**config.mk**
```make
export PLATFORM = sky130hd
export DESIGN_NAME = lvd_ctrl
export DESIGN_NICKNAME = d
export VERILOG_FILES = /design/src/hw/lvd_pkg.sv /design/src/hw/lvd_ctrl.sv
export SDC_FILE = /design/constraint.sdc
export NUM_CORES = 1
export LEC_CHECK = 0
export CAP_MARGIN = 15
export CELL_PAD_IN_SITES_DETAIL_PLACEMENT = 2
export CELL_PAD_IN_SITES_GLOBAL_PLACEMENT = 2
export CORE_ASPECT_RATIO = 0.75
export CORE_UTILIZATION = 35
export DETAILED_ROUTE_END_ITERATION = 10
export DONT_BUFFER_PORTS = 1
export PLACE_DENSITY_LB_ADDON = 0.1
export SLEW_MARGIN = 20
export SYNTH_ARGS = -nofsm -noshare
export SYNTH_HDL_FRONTEND = slang
export SYNTH_SLANG_ARGS = --single-unit
```
**constraint.sdc**
```tcl
create_clock -name clock_i -period 1.6 [get_ports clock_i]
set_input_delay 0.16 -clock clock_i [delete_from_list [all_inputs] [get_ports clock_i]]
set_output_delay 0.16 -clock clock_i [all_outputs]
set_load 0.05 [all_outputs]
```
**src/hw/lvd_pkg.sv**
```systemverilog
package lvd_pkg;
    // Register indices on the plain register port
    localparam logic [1:0] LVD_ADDR_CTRL = 2'h0;
    localparam logic [1:0] LVD_ADDR_MFI = 2'h1;
    localparam int LVD_AW = 2;
    // Control register fields
    localparam int CTRL_FLAG_BIT = 5;
    localparam int CTRL_EN_BIT = 4;
    localparam int CTRL_SEL_LSB = 0;
    localparam int SEL_W = 3;
    localparam logic [7:0] CTRL_WMASK = 8'h17;
    localparam logic [7:0] CTRL_RESET = 8'h00;
    // Multi-function group fields
    localparam int MFI_REQ_BIT = 4;
    localparam int MFI_EN_BIT = 0;
    localparam logic [7:0] MFI_RESET = 8'h00;
    // Trip voltages in millivolts by select code
    localparam logic [15:0] TRIP_MV [8] = '{16'd1800, 16'd2000, 16'd2400, 16'd2700,
                                           16'd3000, 16'd3300, 16'd3600, 16'd4000};
    // Interrupt delay after the flag rises
    localparam int IRQ_DELAY_NS = 15000;
    localparam int CLK_PERIOD_NS = 100;
    localparam int IRQ_DELAY_CYC = (IRQ_DELAY_NS + CLK_PERIOD_NS - 1) / CLK_PERIOD_NS;
    localparam int CNT_W = 16;

    typedef struct packed {
        logic [LVD_AW-1:0] addr;
        logic [7:0] wdata;
        logic wr;
        logic rd;
    } lvd_bus_req_t;
endpackage : lvd_pkg

```
**src/hw/lvd_ctrl.sv**
```systemverilog
`timescale 1ns/1ps
// What this block does
// - Enable bit 4 turns the detector on; clearing it turns it off.
// - Three-bit select picks one of eight trip voltages, 1.8V up to 4.0V.
// - Bit 5 flag reads 1 on low supply, else 0; writes ignored.
// - Bits 7, 6 and 3 of the control register always read zero.
// - Comparator reporting supply below threshold sets the flag.
// - In SLEEP the detector stays off even with enable set.
// - Interrupt request is reported through a multi-function group register.
// - Hardware sets the request flag only after the interrupt delay following flag rise; a software write can set it at any time.
// - A request newly raised by hardware while IDLE wakes the core.
// - Flag follows the comparator without hysteresis or filtering.
// - Request flag at bit 4, enable at bit 0 of group register, both R/W.
module lvd_ctrl #(
    parameter int DELAY_CYC = lvd_pkg::IRQ_DELAY_CYC
) (
    input wire logic clock_i,
    input wire logic rst_b_i,
    input wire lvd_pkg::lvd_bus_req_t bus_i,
    output logic [7:0] rdata_o,
    input wire logic cmp_low_i,
    input wire logic sleep_i,
    input wire logic idle_i,
    output logic detector_on_o,
    output logic [lvd_pkg::SEL_W-1:0] threshold_select_o,
    output logic [15:0] trip_mv_o,
    output logic mf_irq_o,
    output logic wake_o
);
    logic detector_enable_r, detector_enable_nxt;
    logic [lvd_pkg::SEL_W-1:0] threshold_select_r, threshold_select_nxt;
    logic low_voltage_flag_r, low_voltage_flag_nxt;
    logic lv_irq_request_r, lv_irq_request_nxt;
    logic lv_irq_enable_r, lv_irq_enable_nxt;
    logic [lvd_pkg::CNT_W-1:0] dly_cnt_r, dly_cnt_nxt;
    logic dly_run_r, dly_run_nxt;
    logic cmp_s1_r, cmp_s2_r;
    logic [7:0] rdata_r, rdata_nxt;
    logic on_r, on_nxt;
    logic [15:0] trip_r, trip_nxt;
    logic mf_irq_r, mf_irq_nxt;
    logic wake_r, wake_nxt;
    logic hw_set;

    function automatic logic hit(input lvd_pkg::lvd_bus_req_t b, input logic [1:0] a);
        hit = b.wr && (b.addr == a);
    endfunction : hit

    // Two-flop synchroniser for the analog comparator
    always_ff @(posedge clock_i or negedge rst_b_i) begin
        if (!rst_b_i) begin
            cmp_s1_r <= 1'b0;
            cmp_s2_r <= 1'b0;
        end else begin
            cmp_s1_r <= cmp_low_i;
            cmp_s2_r <= cmp_s1_r;
        end
    end

    always_comb begin
        detector_enable_nxt = detector_enable_r;
        threshold_select_nxt = threshold_select_r;
        lv_irq_enable_nxt = lv_irq_enable_r;
        lv_irq_request_nxt = lv_irq_request_r;
        dly_cnt_nxt = dly_cnt_r;
        dly_run_nxt = dly_run_r;
        hw_set = 1'b0;
        if (hit(bus_i, lvd_pkg::LVD_ADDR_CTRL)) begin
            detector_enable_nxt = bus_i.wdata[lvd_pkg::CTRL_EN_BIT];
            threshold_select_nxt = bus_i.wdata[lvd_pkg::CTRL_SEL_LSB +: lvd_pkg::SEL_W];
        end
        // Effective on only outside SLEEP
        on_nxt = detector_enable_nxt && !sleep_i;
        // Flag follows comparator directly, no filter; off detector reads clear
        low_voltage_flag_nxt = on_r && cmp_s2_r;
        trip_nxt = lvd_pkg::TRIP_MV[threshold_select_nxt];
        // Delay timer restarts on each rising flag and aborts if the flag drops
        if (low_voltage_flag_nxt && !low_voltage_flag_r) begin
            dly_run_nxt = 1'b1;
            dly_cnt_nxt = '0;
        end else if (!low_voltage_flag_nxt) begin
            dly_run_nxt = 1'b0;
        end else if (dly_run_r) begin
            if (dly_cnt_r == lvd_pkg::CNT_W'(DELAY_CYC - 1)) begin
                hw_set = 1'b1;
                dly_run_nxt = 1'b0;
            end else begin
                dly_cnt_nxt = dly_cnt_r + 1'b1;
            end
        end
        if (hit(bus_i, lvd_pkg::LVD_ADDR_MFI)) begin
            lv_irq_request_nxt = bus_i.wdata[lvd_pkg::MFI_REQ_BIT];
            lv_irq_enable_nxt = bus_i.wdata[lvd_pkg::MFI_EN_BIT];
        end
        if (hw_set) begin
            lv_irq_request_nxt = 1'b1;
        end
        mf_irq_nxt = lv_irq_request_nxt && lv_irq_enable_nxt;
        // Wake only on a request newly raised by hardware while idle
        wake_nxt = hw_set && !lv_irq_request_r && idle_i;
        rdata_nxt = 8'h00;
        if (bus_i.rd) begin
            unique case (bus_i.addr)
                lvd_pkg::LVD_ADDR_CTRL: begin
                    rdata_nxt[lvd_pkg::CTRL_FLAG_BIT] = low_voltage_flag_r;
                    rdata_nxt[lvd_pkg::CTRL_EN_BIT] = detector_enable_r;
                    rdata_nxt[lvd_pkg::CTRL_SEL_LSB +: lvd_pkg::SEL_W] = threshold_select_r;
                end
                lvd_pkg::LVD_ADDR_MFI: begin
                    rdata_nxt[lvd_pkg::MFI_REQ_BIT] = lv_irq_request_r;
                    rdata_nxt[lvd_pkg::MFI_EN_BIT] = lv_irq_enable_r;
                end
                default: rdata_nxt = 8'h00;
            endcase
        end
    end

    always_ff @(posedge clock_i or negedge rst_b_i) begin
        if (!rst_b_i) begin
            detector_enable_r <= 1'b0;
            threshold_select_r <= '0;
            low_voltage_flag_r <= 1'b0;
            lv_irq_request_r <= 1'b0;
            lv_irq_enable_r <= 1'b0;
            dly_cnt_r <= '0;
            dly_run_r <= 1'b0;
            rdata_r <= 8'h00;
            on_r <= 1'b0;
            trip_r <= lvd_pkg::TRIP_MV[0];
            mf_irq_r <= 1'b0;
            wake_r <= 1'b0;
        end else begin
            detector_enable_r <= detector_enable_nxt;
            threshold_select_r <= threshold_select_nxt;
            low_voltage_flag_r <= low_voltage_flag_nxt;
            lv_irq_request_r <= lv_irq_request_nxt;
            lv_irq_enable_r <= lv_irq_enable_nxt;
            dly_cnt_r <= dly_cnt_nxt;
            dly_run_r <= dly_run_nxt;
            rdata_r <= rdata_nxt;
            on_r <= on_nxt;
            trip_r <= trip_nxt;
            mf_irq_r <= mf_irq_nxt;
            wake_r <= wake_nxt;
        end
    end

    assign rdata_o = rdata_r;
    assign detector_on_o = on_r;
    assign threshold_select_o = threshold_select_r;
    assign trip_mv_o = trip_r;
    assign mf_irq_o = mf_irq_r;
    assign wake_o = wake_r;

    property p_sleep_off;
        @(posedge clock_i) disable iff (!rst_b_i) sleep_i |=> !on_r;
    endproperty
    a_sleep_off: assert property (p_sleep_off) else $error("on during sleep");

    property p_en_on;
        @(posedge clock_i) disable iff (!rst_b_i)
            hit(bus_i, lvd_pkg::LVD_ADDR_CTRL) && bus_i.wdata[4] && !sleep_i |=> on_r;
    endproperty
    a_en_on: assert property (p_en_on) else $error("enable not applied");

    property p_trip;
        @(posedge clock_i) disable iff (!rst_b_i)
            hit(bus_i, lvd_pkg::LVD_ADDR_CTRL) && bus_i.wdata[2:0] == 3'h7
            |=> trip_r == 16'd4000;
    endproperty
    a_trip: assert property (p_trip) else $error("trip wrong");

    property p_unimpl;
        @(posedge clock_i) disable iff (!rst_b_i)
            $past(bus_i.rd) && $past(bus_i.addr) == 2'h0 |-> rdata_r[7:6] == 2'h0 && !rdata_r[3];
    endproperty
    a_unimpl: assert property (p_unimpl) else $error("unimplemented bits set");

    property p_flag;
        @(posedge clock_i) disable iff (!rst_b_i) on_r && cmp_s2_r |=> low_voltage_flag_r;
    endproperty
    a_flag: assert property (p_flag) else $error("flag not set");

    property p_flag_rd;
        @(posedge clock_i) disable iff (!rst_b_i)
            bus_i.rd && bus_i.addr == 2'h0 |=> rdata_r[5] == $past(low_voltage_flag_r);
    endproperty
    a_flag_rd: assert property (p_flag_rd) else $error("flag read wrong");

    property p_no_early;
        @(posedge clock_i) disable iff (!rst_b_i)
            $rose(low_voltage_flag_r) && !lv_irq_request_r && !bus_i.wr |=> !lv_irq_request_r;
    endproperty
    a_no_early: assert property (p_no_early) else $error("request too early");

    property p_sticky;
        @(posedge clock_i) disable iff (!rst_b_i)
            lv_irq_request_r && !hit(bus_i, lvd_pkg::LVD_ADDR_MFI) |=> lv_irq_request_r;
    endproperty
    a_sticky: assert property (p_sticky) else $error("request lost");

    property p_wake;
        @(posedge clock_i) disable iff (!rst_b_i) wake_r |-> lv_irq_request_r && $past(idle_i);
    endproperty
    a_wake: assert property (p_wake) else $error("bad wake");

    // Counts how long the flag has stood high, so the delay check sees real time
    logic [lvd_pkg::CNT_W-1:0] hi_cnt_r, hi_cnt_nxt;

    always_comb begin
        hi_cnt_nxt = '0;
        if (low_voltage_flag_r) begin
            hi_cnt_nxt = (hi_cnt_r == '1) ? hi_cnt_r : hi_cnt_r + 1'b1;
        end
    end

    always_ff @(posedge clock_i or negedge rst_b_i) begin
        if (!rst_b_i) begin
            hi_cnt_r <= '0;
        end else begin
            hi_cnt_r <= hi_cnt_nxt;
        end
    end

    property p_req_delay;
        @(posedge clock_i) disable iff (!rst_b_i)
            $rose(lv_irq_request_r) && !$past(hit(bus_i, lvd_pkg::LVD_ADDR_MFI))
            |-> hi_cnt_r >= lvd_pkg::CNT_W'(DELAY_CYC);
    endproperty
    a_req_delay: assert property (p_req_delay) else $error("request before delay");

    property p_req_flag_high;
        @(posedge clock_i) disable iff (!rst_b_i)
            $rose(lv_irq_request_r) && !$past(hit(bus_i, lvd_pkg::LVD_ADDR_MFI))
            |-> $past(low_voltage_flag_r);
    endproperty
    a_req_flag_high: assert property (p_req_flag_high) else $error("request without flag");

    property p_cnt_bound;
        @(posedge clock_i) disable iff (!rst_b_i)
            dly_run_r |-> dly_cnt_r < lvd_pkg::CNT_W'(DELAY_CYC);
    endproperty
    a_cnt_bound: assert property (p_cnt_bound) else $error("delay count overrun");

    property p_run_flag;
        @(posedge clock_i) disable iff (!rst_b_i)
            dly_run_r |-> low_voltage_flag_r;
    endproperty
    a_run_flag: assert property (p_run_flag) else $error("timer runs with flag low");

    property p_off_no_flag;
        @(posedge clock_i) disable iff (!rst_b_i)
            !on_r |=> !low_voltage_flag_r;
    endproperty
    a_off_no_flag: assert property (p_off_no_flag) else $error("flag while off");

    property p_flag_clear;
        @(posedge clock_i) disable iff (!rst_b_i)
            on_r && !cmp_s2_r |=> !low_voltage_flag_r;
    endproperty
    a_flag_clear: assert property (p_flag_clear) else $error("flag not cleared");

    property p_flag_ro;
        @(posedge clock_i) disable iff (!rst_b_i)
            hit(bus_i, lvd_pkg::LVD_ADDR_CTRL) |=> low_voltage_flag_r == $past(on_r && cmp_s2_r);
    endproperty
    a_flag_ro: assert property (p_flag_ro) else $error("flag took a write");

    property p_sleep_no_flag;
        @(posedge clock_i) disable iff (!rst_b_i)
            sleep_i |=> ##1 !low_voltage_flag_r;
    endproperty
    a_sleep_no_flag: assert property (p_sleep_no_flag) else $error("flag during sleep");

    property p_dis_off;
        @(posedge clock_i) disable iff (!rst_b_i)
            hit(bus_i, lvd_pkg::LVD_ADDR_CTRL) && !bus_i.wdata[4] |=> !on_r;
    endproperty
    a_dis_off: assert property (p_dis_off) else $error("disable not applied");

    property p_en_store;
        @(posedge clock_i) disable iff (!rst_b_i)
            hit(bus_i, lvd_pkg::LVD_ADDR_CTRL) |=> detector_enable_r == $past(bus_i.wdata[4]);
    endproperty
    a_en_store: assert property (p_en_store) else $error("enable bit not stored");

    property p_sel_store;
        @(posedge clock_i) disable iff (!rst_b_i)
            hit(bus_i, lvd_pkg::LVD_ADDR_CTRL)
            |=> threshold_select_r == $past(bus_i.wdata[2:0]);
    endproperty
    a_sel_store: assert property (p_sel_store) else $error("select not stored");

    property p_trip_min;
        @(posedge clock_i) disable iff (!rst_b_i)
            hit(bus_i, lvd_pkg::LVD_ADDR_CTRL) && bus_i.wdata[2:0] == 3'h0
            |=> trip_r == 16'd1800;
    endproperty
    a_trip_min: assert property (p_trip_min) else $error("lowest trip wrong");

    property p_irq_en_store;
        @(posedge clock_i) disable iff (!rst_b_i)
            hit(bus_i, lvd_pkg::LVD_ADDR_MFI) |=> lv_irq_enable_r == $past(bus_i.wdata[0]);
    endproperty
    a_irq_en_store: assert property (p_irq_en_store) else $error("irq enable not stored");

    property p_req_sw;
        @(posedge clock_i) disable iff (!rst_b_i)
            hit(bus_i, lvd_pkg::LVD_ADDR_MFI) && !hw_set
            |=> lv_irq_request_r == $past(bus_i.wdata[4]);
    endproperty
    a_req_sw: assert property (p_req_sw) else $error("request not writable");

    property p_hw_wins;
        @(posedge clock_i) disable iff (!rst_b_i)
            hw_set |=> lv_irq_request_r;
    endproperty
    a_hw_wins: assert property (p_hw_wins) else $error("hardware set lost");

    property p_mf_on;
        @(posedge clock_i) disable iff (!rst_b_i)
            lv_irq_request_r && lv_irq_enable_r |-> mf_irq_r;
    endproperty
    a_mf_on: assert property (p_mf_on) else $error("group request missing");

    property p_mf_off;
        @(posedge clock_i) disable iff (!rst_b_i)
            !lv_irq_request_r || !lv_irq_enable_r |-> !mf_irq_r;
    endproperty
    a_mf_off: assert property (p_mf_off) else $error("group request spurious");

    property p_wake_pulse;
        @(posedge clock_i) disable iff (!rst_b_i)
            wake_r |=> !wake_r;
    endproperty
    a_wake_pulse: assert property (p_wake_pulse) else $error("wake longer than one cycle");

    property p_no_wake_busy;
        @(posedge clock_i) disable iff (!rst_b_i)
            !idle_i || lv_irq_request_r |=> !wake_r;
    endproperty
    a_no_wake_busy: assert property (p_no_wake_busy) else $error("wake without idle");

    property p_rd_idle;
        @(posedge clock_i) disable iff (!rst_b_i)
            !bus_i.rd |=> rdata_r == 8'h00;
    endproperty
    a_rd_idle: assert property (p_rd_idle) else $error("read data outside read");

    property p_mfi_unused;
        @(posedge clock_i) disable iff (!rst_b_i)
            bus_i.rd && bus_i.addr == lvd_pkg::LVD_ADDR_MFI
            |=> rdata_r[7:5] == 3'h0 && rdata_r[3:1] == 3'h0;
    endproperty
    a_mfi_unused: assert property (p_mfi_unused) else $error("group spare bits set");
endmodule : lvd_ctrl

```
==> impl_metrics.py <==
metrics = {
    "synthesis": {
        "yosys_warnings": 0,
        "synth_flop_cell": "dfrtp_1",
        "ys_ff_latch": 44,
        "postSynthAreaPerCell_sq_um": 10.8,
        "syn-cell-area_sq_mm": 0.00216,
        "ys_seq_area_share_pct": 51.2,
        "synth_top_area_share_pct": 46.3,
        "yosys.area.top_type": "dfrtp_1",
        "synth-edff-count": 0,
        "syn_inst": 200,
        "synth_async_sr_flop_share_pct": 100,
        "synthTopCellsByArea": "dfrtp_1 46%, ha_1 5.8%, dfstp_2 4.9%, buf_4 4.2%, nand2_1 3.3%",
        "ys_types": 42,
    },
    "grt": {
        "grt_pass1_vias": 1963,
        "overflow": 0,
        "grt_use_total_pct": 22.9,
        "antenna_found_initial": 0,
        "grt_max_degree": 45,
        "grt_pass1_wl_microns": 11100,
    },
    "drt": {
        "wl_per_cell_microns": 23.1,
        "post-route-drc-count": 0,
        "drt_first_pass_iters": 4,
        "route.detailed.vias_per_inst": 5.40,
        "wl_microns": 7570,
        "ant_nets": 0,
        "vias": 1771,
        "drt_iter0_drc": 54,
    },
    "min_path": {
        "hold_end": "rdata_o[0]",
        "min-delay-start": "bus_i[0]",
        "worstHoldPathCells": 2,
        "hold_class": "primary input to flop",
    },
    "cells_and_area": {
        "layout.nets": 276,
        "multi_input_area_sq_mm": 0.00118,
        "seq_area_sq_mm": 0.00111,
        "syn_to_final_growth_pct": 35.8,
        "num_antenna_cells": 0,
        "nFillCells": 621,
        "drive_above_1_share_pct": 40.4,
    },
    "timing": {
        "report.final.slew_viol_count": 0,
        "hold_ws_ns": -0.00190,
        "rsz0062_at_grt": "yes",
        "clock-skew-final_ns": 0.0128,
        "hold_violations": 1,
        "setup_violations": 12,
        "setup_slack_ns": -0.173,
        "post-route-min-period_ns": 1.77,
        "finalCritPeriodShare_pct": 111,
        "fmax_mhz": 564,
        "tns_ns": -0.823,
    },
    "outcome": {
        "violations": "negative hold slack, negative setup slack",
        "run_status": "finished with violations",
    },
    "cts": {
        "cts.clk_slew.worst_paths_ns": 0.10,
        "cts_buffer_depth": 2,
        "numCtsBuffers": 5,
        "clock_latency_ns": 0.32,
        "ctsRootBufferMaster": "clkbuf_8",
        "cts_tree": "built",
        "htree_levels": 2,
        "clock-sinks": 44,
    },
    "setup_path": {
        "crit_required_ns": 1.80,
        "cp_max_fo": 7,
        "crit-reg2reg-launch": "dly_cnt_r[0]",
        "reg2reg_depth": 6,
        "start_kind": "flop",
        "worst-setup-path-type": "flop to flop",
        "r2r_end": "dly_cnt_r[8]",
        "cp-end-kind": "flop",
        "crit_arrival_ns": 1.97,
        "r2r_slack_ns": -0.17,
    },
    "pwr": {
        "p_total_w": 0.00331,
        "switching_share_pct": 36.2,
        "p_int_w": 0.00211,
        "power.density_mw_per_mm2": 1130,
        "seqPwrFrac_pct": 50.1,
        "comb_power_share_pct": 17.7,
        "power_leakage_nw": 1.34,
        "ir_drop_mv": 1.12,
        "switchingPower_w": 0.00120,
        "p_clk_share_pct": 32.2,
    },
    "die": {
        "start_util_pct": 36.7,
        "die_h_microns": 70.0,
        "row_count": 24,
        "io_pins": 47,
        "dieArea_sq_mm": 0.00650,
        "die_x_microns": 92.7,
        "core_sq_mm": 0.00589,
    },
    "placed_design": {
        "routabilityCongestion": 0.824,
        "portBuffers": 0,
        "dp_hpwl_microns": 4510,
    },
    "job": {
        "maxCapViolCount": 0,
    },
}
[routing by layer]
layer | wire length (microns) | GRT usage, % | share of wire, % | vias up
met1 | 3420 | 30.4 | 45 | 914
met5 | 0 | 0 | 0 | -
met3 | 305 | 4.90 | 4.0 | 10
li1 | - | - | - | 796
met4 | 119 | 6.15 | 1.6 | 0
met2 | 3730 | 37.9 | 49 | 51
[Yosys cell counts (2+ instances only)]
cell,instances
inv_1,4
or4_1,3
nor2_1,15
mux2i_1,7
nor2b_1,2
a41o_1,3
nand2_1,19
a31oi_1,3
a31o_2,2
and3_1,5
dfstp_2,4
buf_4,12
nand3_1,2
nor4_1,4
o31ai_1,3
a21oi_1,10
or3_1,5
buf_2,2
dfrtp_1,40
mux2_2,3
nand2b_1,3
and2_1,3
o21ai_0,10
ha_1,10
nand4_1,7
nand3b_1,2
xor2_1,2
[state kept, by name (all words and copies together), names as in the netlist]
name                flops
cmp_s1_r                1
cmp_s2_r                1
detector_enable_r       1
detector_on_o           1
dly_cnt_r              16
dly_run_r               1
low_voltage_flag_r      1
lv_irq_enable_r         1
lv_irq_request_r        1
mf_irq_o                1
rdata_o                 5
threshold_select_o      3
trip_mv_o              10
wake_o                  1
[cell families (layout without fill, tap and decap cells)]
family | after synthesis | count (layout) | share of synthesized area [%]
XOR/XNOR | 3 | 3 | 1.22
AND/OR/NAND/NOR | 81 | 82 | 21.5
flip-flops | 44 | 44 | 51.2
multiplexers | 11 | 11 | 5.85
adder cells (fa/ha/maj) | 10 | 10 | 5.79
other | 1 | 9 | 0.174
buffers and inverters | 19 | 60 | 5.50
AO/OA/AOI/OAI | 31 | 31 | 8.74
[layout make-up]
type	instances	share of cell area, %
inverters	5	0.640
well taps	78	3.33
flip-flops and latches	44	37.8
clock buffers	6	2.47
clock inverters	2	2.05
multi-input cells	146	40.1
repair buffers	47	13.6
[critical path, stage by stage (launching register included)]
cell,delay (ns)
dfrtp_2,0.47
ha_4,0.18
nor3b_4,0.15
and4_4,0.20
buf_4,0.16
o31ai_2,0.38
a21oi_4,0.10
[cells in the final DEF, fill, tap and decap left out, types with 5 or more instances in the layout]
master	n
clkbuf_8	5
mux2i_1	5
nand4_1	7
dfrtp_1	37
buf_4	38
nand2_1	18
conb_1	9
nor2_1	13
a21oi_2	6
o21ai_0	10
ha_1	8
[timing repair]
action / 4_1_cts / 5_1_grt
resized for setup: 27 / 19
hold buffers: 5 / 0
cloned: 1 / 0
setup endpoints to repair: 14 / 15
endpoints found under the hold margin: 47 / 0
pin swaps: 5 / 3
setup buffers: 6 / 4
[power by group through the flow]
stage	clock network (W)	registers [W]	logic, W
floorplan	0	0.00171	0.000280
global placement	0	0.00167	0.000451
detailed placement	0	0.00167	0.000474
CTS	0.00106	0.00166	0.000575
global route	0.00111	0.00167	0.000644
finish	0.00106	0.00166	0.000587
[worst max path at each step]
stage | startpoint | to | slack [ns]
finish | dly_cnt_r[0] | dly_cnt_r[8] | -0.17
global route | dly_cnt_r[0] | dly_cnt_r[8] | -0.19
floorplan | dly_cnt_r[1] | dly_cnt_r[9] | -0.07
global placement | dly_cnt_r[12] | dly_cnt_r[3] | -0.15
CTS | dly_cnt_r[0] | dly_cnt_r[8] | -0.11
detailed placement | dly_cnt_r[10] | dly_cnt_r[0] | -0.29
[metrics by stage]
stage	util, %	instance area, sq um	hold slack [ns]	instances	setup WS (ns)
2_1_floorplan	-	2210	-0.136	208	-0.0744
3_3_place_gp	41.5	2440	-0.135	304	-0.149
3_5_place_dp	41.5	2440	-0.135	304	-0.294
4_1_cts	47.9	2820	0.00569	324	-0.109
5_1_grt	49.9	2930	-0.00689	328	-0.191
6_report	49.9	2930	-0.00190	328	-0.173
No activity file was read; power rests on OpenSTA's default activity.
